===== src/emr_pkg.sv =====
// Constants and types for the extended mode register block.
package emr_pkg;
    // Bank address selections of a mode register set command.
    localparam logic [1:0] EMR_SEL_MAIN = 2'h0;
    localparam logic [1:0] EMR_SEL_ONE  = 2'h1;
    localparam logic [1:0] EMR_SEL_TWO  = 2'h2;
    // Field positions in the first extended register, and the widths of both registers.
    localparam int EMR_DLL_BIT    = 0;
    localparam int EMR_DRV_BIT    = 1;
    localparam int EMR_TERM_LO    = 2;
    localparam int EMR_LAT_LO     = 3;
    localparam int EMR_TERM_HI    = 6;
    localparam int EMR_CAL_LO     = 7;
    localparam int EMR_STROBE_BIT = 10;
    localparam int EMR_QOFF_BIT   = 12;
    localparam int EMR_ONE_W      = 13;
    localparam int EMR_TWO_W      = 16;
    // Reset values chosen for the model; the real part has none defined.
    localparam logic [12:0] EMR_ONE_RST = 13'h0000;
    localparam logic [15:0] EMR_TWO_RST = 16'h0000;
    // Largest legal added latency.
    localparam logic [2:0] EMR_LAT_MAX = 3'h5;
    // Driver calibration codes.
    localparam logic [2:0] EMR_CAL_EXIT = 3'h0;
    localparam logic [2:0] EMR_CAL_HIGH = 3'h1;
    localparam logic [2:0] EMR_CAL_LOW  = 3'h2;
    localparam logic [2:0] EMR_CAL_ADJ  = 3'h4;
    localparam logic [2:0] EMR_CAL_DEF  = 3'h7;
    // Termination encodings, nominal ohms.
    localparam logic [1:0] EMR_TERM_OFF = 2'h0;
    localparam logic [1:0] EMR_TERM_75  = 2'h1;
    localparam logic [1:0] EMR_TERM_150 = 2'h2;
    localparam logic [1:0] EMR_TERM_50  = 2'h3;
    // Clocks the loop needs to lock after it is enabled.
    localparam int EMR_LOCK_CYC = 200;
    localparam logic [7:0] EMR_LOCK_CNT = 8'(EMR_LOCK_CYC);
    typedef enum logic [2:0] {
        CAL_EXIT, CAL_HIGH, CAL_LOW, CAL_ADJUST, CAL_DEFAULT, CAL_BAD
    } emr_cal_t;
endpackage


===== src/emr_cmd_decode.sv =====
// Decoder that recognises mode register set commands to each extended register.
`timescale 1ns/1ps
`default_nettype none
module emr_cmd_decode
    import emr_pkg::*;
(
    // Command pins, sampled.
    input  wire logic       csN,
    input  wire logic       rasN,
    input  wire logic       casN,
    input  wire logic       weN,
    input  wire logic [1:0] bankAddr,
    // Decoded strobes.
    output logic            loadOne,
    output logic            loadTwo
);
    logic isModeSet;
    always_comb begin
        isModeSet = !csN && !rasN && !casN && !weN;
        loadOne   = isModeSet && (bankAddr == EMR_SEL_ONE); // [RULE_01]
        loadTwo   = isModeSet && (bankAddr == EMR_SEL_TWO); // [RULE_02]
    end
endmodule
`default_nettype wire


===== src/emr_extended_mode.sv =====
// Extended mode registers of a four-bank DDR2 memory and their decoded controls.
`timescale 1ns/1ps
`default_nettype none
// Operation
// RULE_01 - Command with bank one loads first register
// RULE_02 - Command with bank two loads second register
// RULE_03 - Controller programs both registers after power-up
// RULE_04 - Controller precharges banks, clock enable high
// RULE_05 - Controller waits mode set cycle time
// RULE_06 - Rewrites allowed while all banks precharged
// RULE_07 - Bit zero low enables the loop
// RULE_08 - Bit one selects weak output driver
// RULE_09 - Bits six and two select termination
// RULE_10 - Bits five to three give added latency
// RULE_11 - Bits nine to seven set calibration mode
// RULE_12 - Controller exits calibration after default load
// RULE_13 - Bit ten disables complementary strobe
// RULE_14 - Bit twelve turns output buffers off
// RULE_15 - Controller keeps loop enabled for operation
// RULE_16 - Self refresh disables loop, exit restores it
// RULE_17 - Controller waits 200 clocks before reads
// RULE_18 - Adjust mode keeps earlier added latency
// RULE_19 - Controller drives bit eleven low
// RULE_20 - Fields change only on selecting command
module emr_extended_mode
    import emr_pkg::*;
(
    // Clock and reset.
    input  wire logic        ref_clk,
    input  wire logic        rst_b,
    // Command and address pins.
    input  wire logic        csN,
    input  wire logic        rasN,
    input  wire logic        casN,
    input  wire logic        weN,
    input  wire logic [1:0]  bankAddr,
    input  wire logic [15:0] addr,
    input  wire logic        selfRefresh,
    // First register fields, lock status and both register values.
    output logic             dllOn,
    output logic             weakDrive,
    output logic [1:0]       termSel,
    output logic [2:0]       addedLatency,
    output var emr_cal_t     driverCalibration,
    output logic             strobeCompOff,
    output logic             outputsOff,
    output logic             dllLocked,
    output logic [12:0]      emrOneValue,
    output logic [15:0]      emrTwoValue
);
    // Pins are two-flopped; the command word as a whole is delayed by two cycles.
    logic [3:0]  cmdS1_q, cmdS2_q;
    logic [1:0]  bankS1_q, bankS2_q;
    logic [15:0] addrS1_q, addrS2_q;
    logic        srS1_q, srS2_q;
    logic        loadOne, loadTwo;
    logic [12:0] one_q, one_d;
    logic [15:0] two_q, two_d;
    logic        dllOn_q, dllOn_d;
    logic [7:0]  lockCnt_q, lockCnt_d;
    logic        locked_q, locked_d;
    logic        weak_q, weak_d;
    logic [1:0]  term_q, term_d;
    logic [2:0]  lat_q, lat_d;
    emr_cal_t    cal_q, cal_d;
    logic        comp_q, comp_d;
    logic        qoff_q, qoff_d;
    logic [8:0]  onCycles_q, onCycles_d;

    function automatic emr_cal_t decodeCal(input logic [2:0] code);
        case (code)
            EMR_CAL_EXIT: decodeCal = CAL_EXIT;
            EMR_CAL_HIGH: decodeCal = CAL_HIGH;
            EMR_CAL_LOW:  decodeCal = CAL_LOW;
            EMR_CAL_ADJ:  decodeCal = CAL_ADJUST;
            EMR_CAL_DEF:  decodeCal = CAL_DEFAULT;
            default:      decodeCal = CAL_BAD;
        endcase
    endfunction

    emr_cmd_decode uDecode (
        .csN      (cmdS2_q[3]),
        .rasN     (cmdS2_q[2]),
        .casN     (cmdS2_q[1]),
        .weN      (cmdS2_q[0]),
        .bankAddr (bankS2_q),
        .loadOne  (loadOne),
        .loadTwo  (loadTwo)
    );

    always_ff @(posedge ref_clk) begin
        if (!rst_b) begin
            cmdS1_q  <= 4'hF;
            cmdS2_q  <= 4'hF;
            bankS1_q <= 2'h0;
            bankS2_q <= 2'h0;
            addrS1_q <= 16'h0000;
            addrS2_q <= 16'h0000;
            srS1_q   <= 1'b0;
            srS2_q   <= 1'b0;
        end else begin
            cmdS1_q  <= {csN, rasN, casN, weN};
            cmdS2_q  <= cmdS1_q;
            bankS1_q <= bankAddr;
            bankS2_q <= bankS1_q;
            addrS1_q <= addr;
            addrS2_q <= addrS1_q;
            srS1_q   <= selfRefresh;
            srS2_q   <= srS1_q;
        end
    end

    // Register contents and decoded fields.
    always_comb begin
        one_d  = one_q;
        two_d  = two_q;
        weak_d = weak_q;
        term_d = term_q;
        lat_d  = lat_q;
        cal_d  = cal_q;
        comp_d = comp_q;
        qoff_d = qoff_q;
        if (loadOne) begin
            one_d  = addrS2_q[EMR_ONE_W-1:0]; // [RULE_01] [RULE_06] [RULE_20]
            weak_d = addrS2_q[EMR_DRV_BIT]; // [RULE_08]
            term_d = {addrS2_q[EMR_TERM_HI], addrS2_q[EMR_TERM_LO]}; // [RULE_09]
            cal_d  = decodeCal(addrS2_q[EMR_CAL_LO +: 3]); // [RULE_11]
            // Adjust keeps the old latency; reserved codes are refused as well.
            if (decodeCal(addrS2_q[EMR_CAL_LO +: 3]) != CAL_ADJUST
                && addrS2_q[EMR_LAT_LO +: 3] <= EMR_LAT_MAX) begin
                lat_d = addrS2_q[EMR_LAT_LO +: 3]; // [RULE_10] [RULE_18]
            end
            comp_d = addrS2_q[EMR_STROBE_BIT]; // [RULE_13]
            qoff_d = addrS2_q[EMR_QOFF_BIT]; // [RULE_14]
        end
        if (loadTwo) begin
            two_d = addrS2_q; // [RULE_02] [RULE_20]
        end
    end

    always_ff @(posedge ref_clk) begin
        if (!rst_b) begin
            one_q  <= EMR_ONE_RST;
            two_q  <= EMR_TWO_RST;
            weak_q <= 1'b0;
            term_q <= EMR_TERM_OFF;
            lat_q  <= 3'h0;
            cal_q  <= CAL_EXIT;
            comp_q <= 1'b0;
            qoff_q <= 1'b0;
        end else begin
            one_q  <= one_d;
            two_q  <= two_d;
            weak_q <= weak_d;
            term_q <= term_d;
            lat_q  <= lat_d;
            cal_q  <= cal_d;
            comp_q <= comp_d;
            qoff_q <= qoff_d;
        end
    end

    // Loop state: programmed enable gated by self refresh, with a lock counter.
    always_comb begin
        dllOn_d   = !one_d[EMR_DLL_BIT] && !srS2_q; // [RULE_07] [RULE_16]
        lockCnt_d = lockCnt_q;
        locked_d  = locked_q;
        if (!dllOn_d) begin
            lockCnt_d = 8'h00;
            locked_d  = 1'b0;
        end else if (!dllOn_q) begin
            lockCnt_d = 8'h00;
            locked_d  = 1'b0;
        end else if (!locked_q) begin
            // The status flag only informs; the read guard stays with the controller.
            lockCnt_d = lockCnt_q + 8'h01;
            locked_d  = (lockCnt_q + 8'h01) >= EMR_LOCK_CNT; // [RULE_17]
        end
    end

    always_ff @(posedge ref_clk) begin
        if (!rst_b) begin
            dllOn_q   <= 1'b0;
            lockCnt_q <= 8'h00;
            locked_q  <= 1'b0;
        end else begin
            dllOn_q   <= dllOn_d;
            lockCnt_q <= lockCnt_d;
            locked_q  <= locked_d;
        end
    end

    always_comb begin
        dllOn             = dllOn_q;
        weakDrive         = weak_q;
        termSel           = term_q;
        addedLatency      = lat_q;
        driverCalibration = cal_q;
        strobeCompOff     = comp_q;
        outputsOff        = qoff_q;
        dllLocked         = locked_q;
        emrOneValue       = one_q;
        emrTwoValue       = two_q;
    end

    // Enabled cycles are counted apart from the lock counter, so the lock check stays independent.
    always_comb begin
        onCycles_d = 9'h000;
        if (dllOn_q) begin
            onCycles_d = onCycles_q;
            if (onCycles_q != 9'h1FF) begin
                onCycles_d = onCycles_q + 9'h001;
            end
        end
    end

    always_ff @(posedge ref_clk) begin
        if (!rst_b) begin
            onCycles_q <= 9'h000;
        end else begin
            onCycles_q <= onCycles_d;
        end
    end

    property p_load_one;
        @(posedge ref_clk) disable iff (!rst_b)
        loadOne |=> (one_q == $past(addrS2_q[EMR_ONE_W-1:0]));
    endproperty
    a_load_one: assert property (p_load_one) else $error("first register not loaded"); // [RULE_01]

    property p_load_two;
        @(posedge ref_clk) disable iff (!rst_b)
        loadTwo |=> (two_q == $past(addrS2_q));
    endproperty
    a_load_two: assert property (p_load_two) else $error("second register not loaded"); // [RULE_02]

    property p_hold;
        @(posedge ref_clk) disable iff (!rst_b)
        !loadOne && !loadTwo |=> $stable(one_q) && $stable(two_q);
    endproperty
    a_hold: assert property (p_hold) else $error("register changed without command"); // [RULE_20]

    // The first edge after reset still shows the reset value of the enable, so it is skipped.
    property p_dll;
        @(posedge ref_clk) disable iff (!rst_b)
        $past(rst_b) |-> dllOn_q == (!one_q[EMR_DLL_BIT] && !$past(srS2_q));
    endproperty
    a_dll: assert property (p_dll) else $error("loop enable wrong"); // [RULE_07]

    property p_selfref;
        @(posedge ref_clk) disable iff (!rst_b)
        srS2_q |=> !dllOn_q && !dllLocked;
    endproperty
    a_selfref: assert property (p_selfref) else $error("loop on in self refresh"); // [RULE_16]

    property p_term;
        @(posedge ref_clk) disable iff (!rst_b)
        loadOne |=> termSel == {one_q[EMR_TERM_HI], one_q[EMR_TERM_LO]}
            && weakDrive == one_q[EMR_DRV_BIT];
    endproperty
    a_term: assert property (p_term) else $error("termination or drive wrong"); // [RULE_09]

    property p_lat_legal;
        @(posedge ref_clk) disable iff (!rst_b)
        1'b1 |-> addedLatency <= EMR_LAT_MAX;
    endproperty
    a_lat_legal: assert property (p_lat_legal) else $error("added latency reserved"); // [RULE_10]

    property p_lat_load;
        @(posedge ref_clk) disable iff (!rst_b)
        loadOne && addrS2_q[EMR_CAL_LO +: 3] != EMR_CAL_ADJ
            && addrS2_q[EMR_LAT_LO +: 3] <= EMR_LAT_MAX
            |=> addedLatency == $past(addrS2_q[EMR_LAT_LO +: 3]);
    endproperty
    a_lat_load: assert property (p_lat_load) else $error("latency not loaded"); // [RULE_10]

    property p_cal_default;
        @(posedge ref_clk) disable iff (!rst_b)
        loadOne && addrS2_q[EMR_CAL_LO +: 3] == EMR_CAL_DEF
            |=> driverCalibration == CAL_DEFAULT;
    endproperty
    a_cal_default: assert property (p_cal_default) else $error("cal default lost"); // [RULE_11]

    property p_adjust;
        @(posedge ref_clk) disable iff (!rst_b)
        loadOne && addrS2_q[EMR_CAL_LO +: 3] == EMR_CAL_ADJ
            |=> $stable(addedLatency) && driverCalibration == CAL_ADJUST;
    endproperty
    a_adjust: assert property (p_adjust) else $error("adjust changed latency"); // [RULE_18]

    property p_strobe;
        @(posedge ref_clk) disable iff (!rst_b)
        loadOne |=> strobeCompOff == one_q[EMR_STROBE_BIT] && outputsOff == one_q[EMR_QOFF_BIT];
    endproperty
    a_strobe: assert property (p_strobe) else $error("strobe or buffer bit wrong"); // [RULE_13]

    property p_lock;
        @(posedge ref_clk) disable iff (!rst_b)
        $rose(dllOn_q) |-> !dllLocked [*8];
    endproperty
    a_lock: assert property (p_lock) else $error("loop locked too soon"); // [RULE_17]

    property p_lock_time;
        @(posedge ref_clk) disable iff (!rst_b)
        dllLocked == (dllOn_q && onCycles_q >= EMR_LOCK_CYC);
    endproperty
    a_lock_time: assert property (p_lock_time) else $error("loop lock time wrong"); // [RULE_17]

    c_one:  cover property (@(posedge ref_clk) disable iff (!rst_b) loadOne);
    c_two:  cover property (@(posedge ref_clk) disable iff (!rst_b) loadTwo);
    c_lock: cover property (@(posedge ref_clk) disable iff (!rst_b) $rose(dllLocked));
    c_sr:   cover property (@(posedge ref_clk) disable iff (!rst_b) $fell(srS2_q) && dllOn_d);
    c_adj:  cover property (@(posedge ref_clk) disable iff (!rst_b)
        driverCalibration == CAL_ADJUST);
endmodule
`default_nettype wire


===== config.mk =====
export PLATFORM = sky130hd
export DESIGN_NAME = emr_extended_mode
export DESIGN_NICKNAME = d
export VERILOG_FILES = /design/src/emr_pkg.sv /design/src/emr_cmd_decode.sv /design/src/emr_extended_mode.sv
export SDC_FILE = /design/constraint.sdc
export NUM_CORES = 1
export LEC_CHECK = 0
export BUFFER_PORTS_ARGS = -buffer_cell sky130_fd_sc_hd__buf_2
export CORE_MARGIN = 4
export CORE_UTILIZATION = 25
export DETAILED_ROUTE_END_ITERATION = 7
export GPL_ROUTABILITY_DRIVEN = 1
export PLACE_DENSITY_LB_ADDON = 0.15
export SYNTH_ARGS = -nofsm -noshare
export SYNTH_HDL_FRONTEND = slang
export SYNTH_HIERARCHICAL = 1
export SYNTH_SLANG_ARGS = --single-unit

===== constraint.sdc =====
create_clock -name ref_clk -period 5.4 [get_ports ref_clk]
set_input_delay 0.27 -clock ref_clk [delete_from_list [all_inputs] [get_ports ref_clk]]
set_output_delay 0.27 -clock ref_clk [all_outputs]
set_load 0.01 [all_outputs]

==> results of run 1 <==
[cell usage after synthesis, drive strengths merged, types with 2 or more instances]
| library cell | count | share of area (%) |
|---|---|---|
| nor3 | 3 | 0.47 |
| ha | 2 | 0.79 |
| mux2i | 30 | 9.5 |
| buf | 8 | 1.9 |
| nor2b | 32 | 6.3 |
| o21ai | 4 | 0.63 |
| nand2 | 4 | 0.71 |
| and2 | 39 | 7.7 |
| a21oi | 3 | 0.47 |
| xor2 | 4 | 1.1 |
| and3 | 2 | 0.40 |
| o221a | 2 | 0.71 |
| a211oi | 2 | 0.63 |
| clkbuf | 13 | 1.5 |
| nand3 | 6 | 0.95 |
| xnor2 | 5 | 1.4 |
| nand2b | 9 | 1.8 |
| dfxtp | 91 | 58 |
| nor3b | 3 | 1.4 |
| nor2 | 11 | 1.3 |
[kinds of logic after synthesis]
kind of cell | count (synthesis)
flip-flops | 91
buffers and inverters | 22
multiplexers | 31
AO/OA/AOI/OAI | 16
adder cells (fa/ha/maj) | 2
XOR/XNOR | 9
AND/OR/NAND/NOR | 112
[worst paths after layout]
check | depth (start not counted) | end | slack, ns
setup reg to reg | 8 | dllLocked | 2.97
hold reg to reg | 1 | cmdS2_q[3] | 0.40
hold / removal | 2 | cmdS1_q[0] | 0.12
setup / recovery | 8 | dllLocked | 2.97
[critical path, stage by stage, from the launching register on]
cell,delay (ns)
dfxtp_1,0.30
or4_4,0.56
nor3b_4,0.17
buf_4,0.31
mux2_4,0.35
nor3b_4,0.26
nand2_4,0.13
a211oi_2,0.16
a32o_1,0.14
[layer usage]
layer / GRT usage, % / vias to the layer above / routed length (um)
met3: 2.85 / 12 / 291
met5: 0 / - / 0
met1: 12.2 / 866 / 3080
li1: - / 1041 / -
met4: 4.46 / 0 / 121
met2: 12.1 / 43 / 2550
[registers in the layout (all words and copies together), names as in the netlist, 2 cells and up]
name	flops
addrS1_q	16
addrS2_q	16
emrTwoValue	16
emrOneValue	13
lockCnt_q	8
cmdS1_q	4
cmdS2_q	4
addedLatency	3
driverCalibration	3
bankS1_q	2
bankS2_q	2
[stage by stage]
step / area [sq um] / hold WS (ns)
floorplan: 3160 / 0.371
global placement: 3630 / 0.405
CTS: 3970 / 0.107
detailed placement: 3630 / 0.391
finish: 3970 / 0.121
global route: 3970 / 0.124
[cell type report]
type | instances | area share, %
clock inverter | 6 | 2.87
multi-input combinational | 170 | 31.2
tap | 168 | 5.29
timing repair buffer | 69 | 8.88
sequential | 91 | 45.9
inverter | 1 | 0.0945
clock buffer | 10 | 5.76
[report_power, final]
part	leakage [nW]	switching, mW	total [mW]	internal (mW)
combinational	0.679	0.0150	0.0357	0.0207
clock	0.159	0.249	0.702	0.453
sequential	0.744	0.00852	0.697	0.688
==> out/metrics.csv, run 1 <==
stage,metric,value,unit
grt,GRT Total Usage,8.79,%
place,Final GP Congestion,0.679,
timing,setup violators final,0,
logic_synthesis,number of synthesized flops with an enable pin,0,
logic_synthesis,Ys Warns,6,
layout,layout cell share with drive strength beyond 1,26.8,%
layout,multi-input gate area in the final layout,1240,sq um
worst_setup_path,Worst setup SP type,flop,
min_path,HP Start,weN,
logic_synthesis,Synth Instances,283,
routing,initial drt markers,86,
logic_synthesis,Synth Area in Simple Gates,21.9,%
power,Worst VDD drop,168,uV
worst_setup_path,r2r startpoint,cmdS2_q[2],
worst_setup_path,Crit Path Max Fanout,18,
logic_synthesis,"Distinct cells, synth",35,
grt,vias in the first global route,1871,
timing,final hold violation count,0,
die,DIE AREA,14500,sq um
die,Core Area,12200,sq um
layout,Nets,369,
routing,# DRC,0,
power,total power draw,1.43,mW
timing,Final min period,2.43,ns
cts,TritonCTS Buffers,9,
timing,headroom to the max-slew limit,57.9,%
outcome,result of the run,"finished, final reports clean",
timing,fraction of the cycle the final worst path needs,45.0,%
die,IO Pins,67,
layout,"most common cell after layout, fill and taps aside",dfxtp_1,
timing,Max Freq,411,MHz
logic_synthesis,Synth Flop Type,dfxtp_1,
layout,final core utilization,32.5,%
layout,final std cells w/o fill,515,
routing,wire length per cell,11.7,um
timing,Post-Route Setup TNS,0,ns
cts,Longest Clk Path Bufs,2,
die,Initial Util,25.9,%
cts,clock sink total,91,
timing,fin. max-slew vios,0,
routing,vias,1962,
layout,most frequent cells in the layout,"91 x dfxtp_1, 66 x buf_2, 39 x and2_1, 32 x nor2b_1, 30 x mux2i_1",
logic_synthesis,main combinational cell family by area after synthesis,simple AND/OR/NAND/NOR gates,
routing,1st-pass router iterations,4,
logic_synthesis,Compound-Gate Fraction of Synth Area,3.72,%
layout,Filler cells,1282,
routing,WL final,6.04,mm
worst_setup_path,Crit Path Class,flop to flop,
place,DP HPWL,4.16,mm
grt,antenna violations before repair,0,
cts,CTS tree,done,
min_path,Hold WC Path Type,primary input to flop,
logic_synthesis,adder-cell share of the synthesized area,0.791,%
cts,root buffer cell,clkbuf_16,
routing,vias per inst,3.81,
cts,CTS H-tree lvls,3,
logic_synthesis,synthesized area,3160,sq um
die,Cell Rows,40,
timing,Final Worst Setup Slack,2.97,ns
routing,DRT antenna net count,0,
grt,total grt overflow,0,
logic_synthesis,sequential fraction of the synthesis area,57.6,%
grt,pin count of the biggest net entering global routing,83,
layout,"Area growth, synth to finish",25.6,%
power,pwr dens,361,nW/um^2
worst_setup_path,CP arrival,2.71,ns
worst_setup_path,CP Launch Point,cmdS2_q[2],
layout,diodes inserted,0,
die,DIE HEIGHT,120,um
logic_synthesis,Mapped Avg Cell Area,11.2,sq um
place,Place WS,2.94,ns
logic_synthesis,"FF+latch count, synth",91,
place,dpl cells,499,
logic_synthesis,post-synth net total,310,
power,LEAKAGE,1.58,nW
cts,worst-skew pair later-pin latency,0.33,ns
cts,"CTS clk-pin slew, worst paths",0.06,ns
timing,actual slew at the worst max-slew pin,0.632,ns
grt,global-route wire length before repair,9.78,mm
logic_synthesis,ys async rst share,0,%
timing,Clock Skews,0.00562,ns
place,PortBufs,66,
cts,"Hold-fix buffers, CTS",0,
worst_setup_path,crit end category,flop,
layout,storage element area,1820,sq um
worst_setup_path,WP data required,5.68,ns
timing,RSZ-0062 raised after global routing,no,
logic_synthesis,post-synthesis mux area share,9.97,%
cts,Resized cells post-CTS,0,
cts,postcts setup bufs,0,
die,die width,120,um
flow_run,# Max-Cap Violations,0,
logic_synthesis,Post-Synth XOR/XNOR Area,2.49,%
Power figures use the tool's default switching activity.
==> run 2: changes to the inputs <==
==> constraint.sdc (replaced) <==
create_clock -name ref_clk -period 2 [get_ports ref_clk]
set_input_delay 0.1 -clock ref_clk [delete_from_list [all_inputs] [get_ports ref_clk]]
set_output_delay 0.1 -clock ref_clk [all_outputs]
set_load 0.01 [all_outputs]
==> run 2 against run 1 <==
  * The run now ends with negative setup slack left
  * Global-route usage is 0.94 points higher
  * First-iteration DRC count is 42% lower
  * Final area is 8.6% higher
  * Via count is 7.7% higher
  * Clock-buffer cell count is 1 lower
  * Combinational power grew to 3.8 times the previous value
  * Clock skew is 0.0023 ns higher
  * Largest cell class unchanged
==> out/metrics.csv, run 2 (synthesis results as in run 1) <==
stage,metric,value,unit,change
outcome,result of the run,finished with violations,,"was finished, final reports clean"
outcome,failing checks,negative setup slack,,
layout,fin area,4320,sq um,was 3970 sq um
grt,total grt overflow,0,,unchanged
layout,multi-input gate area in the final layout,1250,sq um,was 1240 sq um
routing,WL final,6.54,mm,was 6.04 mm
routing,initial drt markers,50,,was 86
die,Core Area,12200,sq um,unchanged
cts,worst-skew pair later-pin latency,0.34,ns,was 0.33 ns
place,DP HPWL,4.54,mm,was 4.16 mm
layout,storage element area,1820,sq um,unchanged
place,PortBufs,66,,unchanged
layout,Nets,402,,was 369
worst_setup_path,crit end category,flop,,unchanged
worst_setup_path,CP arrival,2.36,ns,was 2.71 ns
die,DIE AREA,14500,sq um,unchanged
worst_setup_path,Crit Path Class,flop to flop,,unchanged
cts,TritonCTS Buffers,9,,unchanged
routing,vias per inst,3.86,,was 3.81
place,Final GP Congestion,0.690,,was 0.679
timing,Final min period,2.08,ns,was 2.43 ns
timing,fraction of the cycle the final worst path needs,104,%,was 45.0%
cts,clock sink total,91,,unchanged
power,Worst VDD drop,330,uV,was 168 uV
die,DIE HEIGHT,120,um,unchanged
die,Cell Rows,40,,unchanged
cts,Longest Clk Path Bufs,2,,unchanged
die,Initial Util,25.9,%,unchanged
layout,Filler cells,1268,,was 1282
timing,RSZ-0062 raised after global routing,yes,,was no
layout,"Area growth, synth to finish",36.5,%,was 25.6%
timing,Final Worst Setup Slack,-0.0814,ns,was 2.97 ns
die,IO Pins,67,,unchanged
cts,"CTS clk-pin slew, worst paths",0.07,ns,was 0.06 ns
flow_run,# Max-Cap Violations,0,,unchanged
worst_setup_path,Crit Path Max Fanout,2,,was 18
timing,actual slew at the worst max-slew pin,0.350,ns,was 0.632 ns
grt,antenna violations before repair,0,,unchanged
layout,diodes inserted,0,,unchanged
routing,wire length per cell,11.9,um,was 11.7 um
grt,pin count of the biggest net entering global routing,43,,was 83
min_path,HP Start,rst_b,,was weN
layout,layout cell share with drive strength beyond 1,27.9,%,was 26.8%
timing,Clock Skews,0.00792,ns,was 0.00562 ns
timing,final hold violation count,0,,unchanged
worst_setup_path,r2r startpoint,cmdS2_q[2],,unchanged
layout,most frequent cells in the layout,"91 x dfxtp_1, 66 x buf_2, 39 x and2_1, 32 x nor2b_1, 30 x mux2i_1",,unchanged
grt,global-route wire length before repair,10.9,mm,was 9.78 mm
grt,GRT Total Usage,9.74,%,was 8.79%
worst_setup_path,WP data required,2.28,ns,was 5.68 ns
routing,DRT antenna net count,0,,unchanged
layout,"most common cell after layout, fill and taps aside",dfxtp_1,,unchanged
power,LEAKAGE,1.74,nW,was 1.58 nW
worst_setup_path,Worst setup SP type,flop,,unchanged
cts,CTS H-tree lvls,3,,unchanged
cts,CTS tree,done,,unchanged
min_path,Hold WC Path Type,primary input to flop,,unchanged
power,pwr dens,922,nW/um^2,was 361 nW/um^2
timing,setup violators final,9,,was 0
routing,# DRC,0,,unchanged
place,Place WS,-0.109,ns,was 2.94 ns
timing,Max Freq,480,MHz,was 411 MHz
die,die width,120,um,unchanged
timing,Post-Route Setup TNS,-0.378,ns,was 0 ns
timing,headroom to the max-slew limit,76.1,%,was 57.9%
routing,vias,2113,,was 1962
routing,1st-pass router iterations,4,,unchanged
grt,vias in the first global route,2042,,was 1871
timing,fin. max-slew vios,0,,unchanged
place,placed inst area,3680,sq um,was 3630 sq um
worst_setup_path,CP Launch Point,cmdS2_q[2],,unchanged
cts,root buffer cell,clkbuf_16,,unchanged
run 2: cell types whose count changed in the layout (fill, tap and decap cells not counted):
| cell | previous run | this run |
|---|---|---|
| buf_12 | 0 | 2 |
| buf_4 | 3 | 11 |
| clkbuf_1 | 1 | 0 |
| clkinv_4 | 1 | 3 |
| clkinvlp_4 | 2 | 0 |
| dlygate4sd3_1 | 0 | 23 |
| inv_6 | 0 | 1 |
| nor2_1 | 11 | 9 |
| nor2_2 | 0 | 2 |
| o21ai_0 | 4 | 3 |
| o21ai_1 | 0 | 1 |
run 2: path summary, 6_finish.rpt:
| path | endpoint | slack [ns] | cells past startpoint |
|---|---|---|---|
| hold reg to reg | cmdS2_q[3] | 0.41 | 1 |
| setup reg to reg | dllLocked | -0.08 | 7 |
| hold / removal | cmdS2_q[2] | 0.11 | 2 |
| setup / recovery | dllLocked | -0.08 | 7 |
run 2: per-stage QoR:
stage	total power [mW]	hold WS (ns)	util, %	instances
floorplan	1.98	0.201	-	283
global placement	2.03	0.287	30.1	504
detailed placement	2.03	0.287	30.1	504
CTS	4.04	0.126	35.3	548
global route	4.14	0.145	35.3	548
finish	3.98	0.114	35.3	548
run 2: timing repair:
| item | in CTS | in global routing |
|---|---|---|
| resized for setup | 3 | 3 |
| setup buffers | 5 | 0 |
| setup endpoints to repair | 12 | 11 |
| hold endpoints to repair | 23 | 0 |
| hold buffers | 23 | 0 |
run 2: worst max-delay path: stages, from the launching register on:
cell and delay (ns):
dfxtp_1 0.30, or4_4 0.55, nor3b_4 0.22, mux2_4 0.34, nor3b_4 0.23, nand2_4 0.07
a211oi_2 0.17, a32o_1 0.15
run 2: power by group:
part	internal, mW	switching, mW
logic	0.0887	0.0472
registers	1.86	0.0252
clock network	1.23	0.728
total	3.18	0.801
run 2: routing by layer:
| layer | vias up | track usage (%) | part of all wire, % |
|---|---|---|---|
| met2 | 44 | 13.9 | 44 |
| met4 | 0 | 4.67 | 1.9 |
| met1 | 950 | 13.4 | 50 |
| li1 | 1110 | - | - |
| met5 | - | 0 | 0 |
| met3 | 9 | 2.95 | 4.3 |
run 2: layout make-up:
type                    instances  area share [%]
flip-flops and latches         91            42.2
clock buffers                   9            5.22
well taps                     168            4.87
clock inverters                 7            2.90
inverters                       1          0.0870
multi-input cells             170            28.9
repair buffers                102            15.8
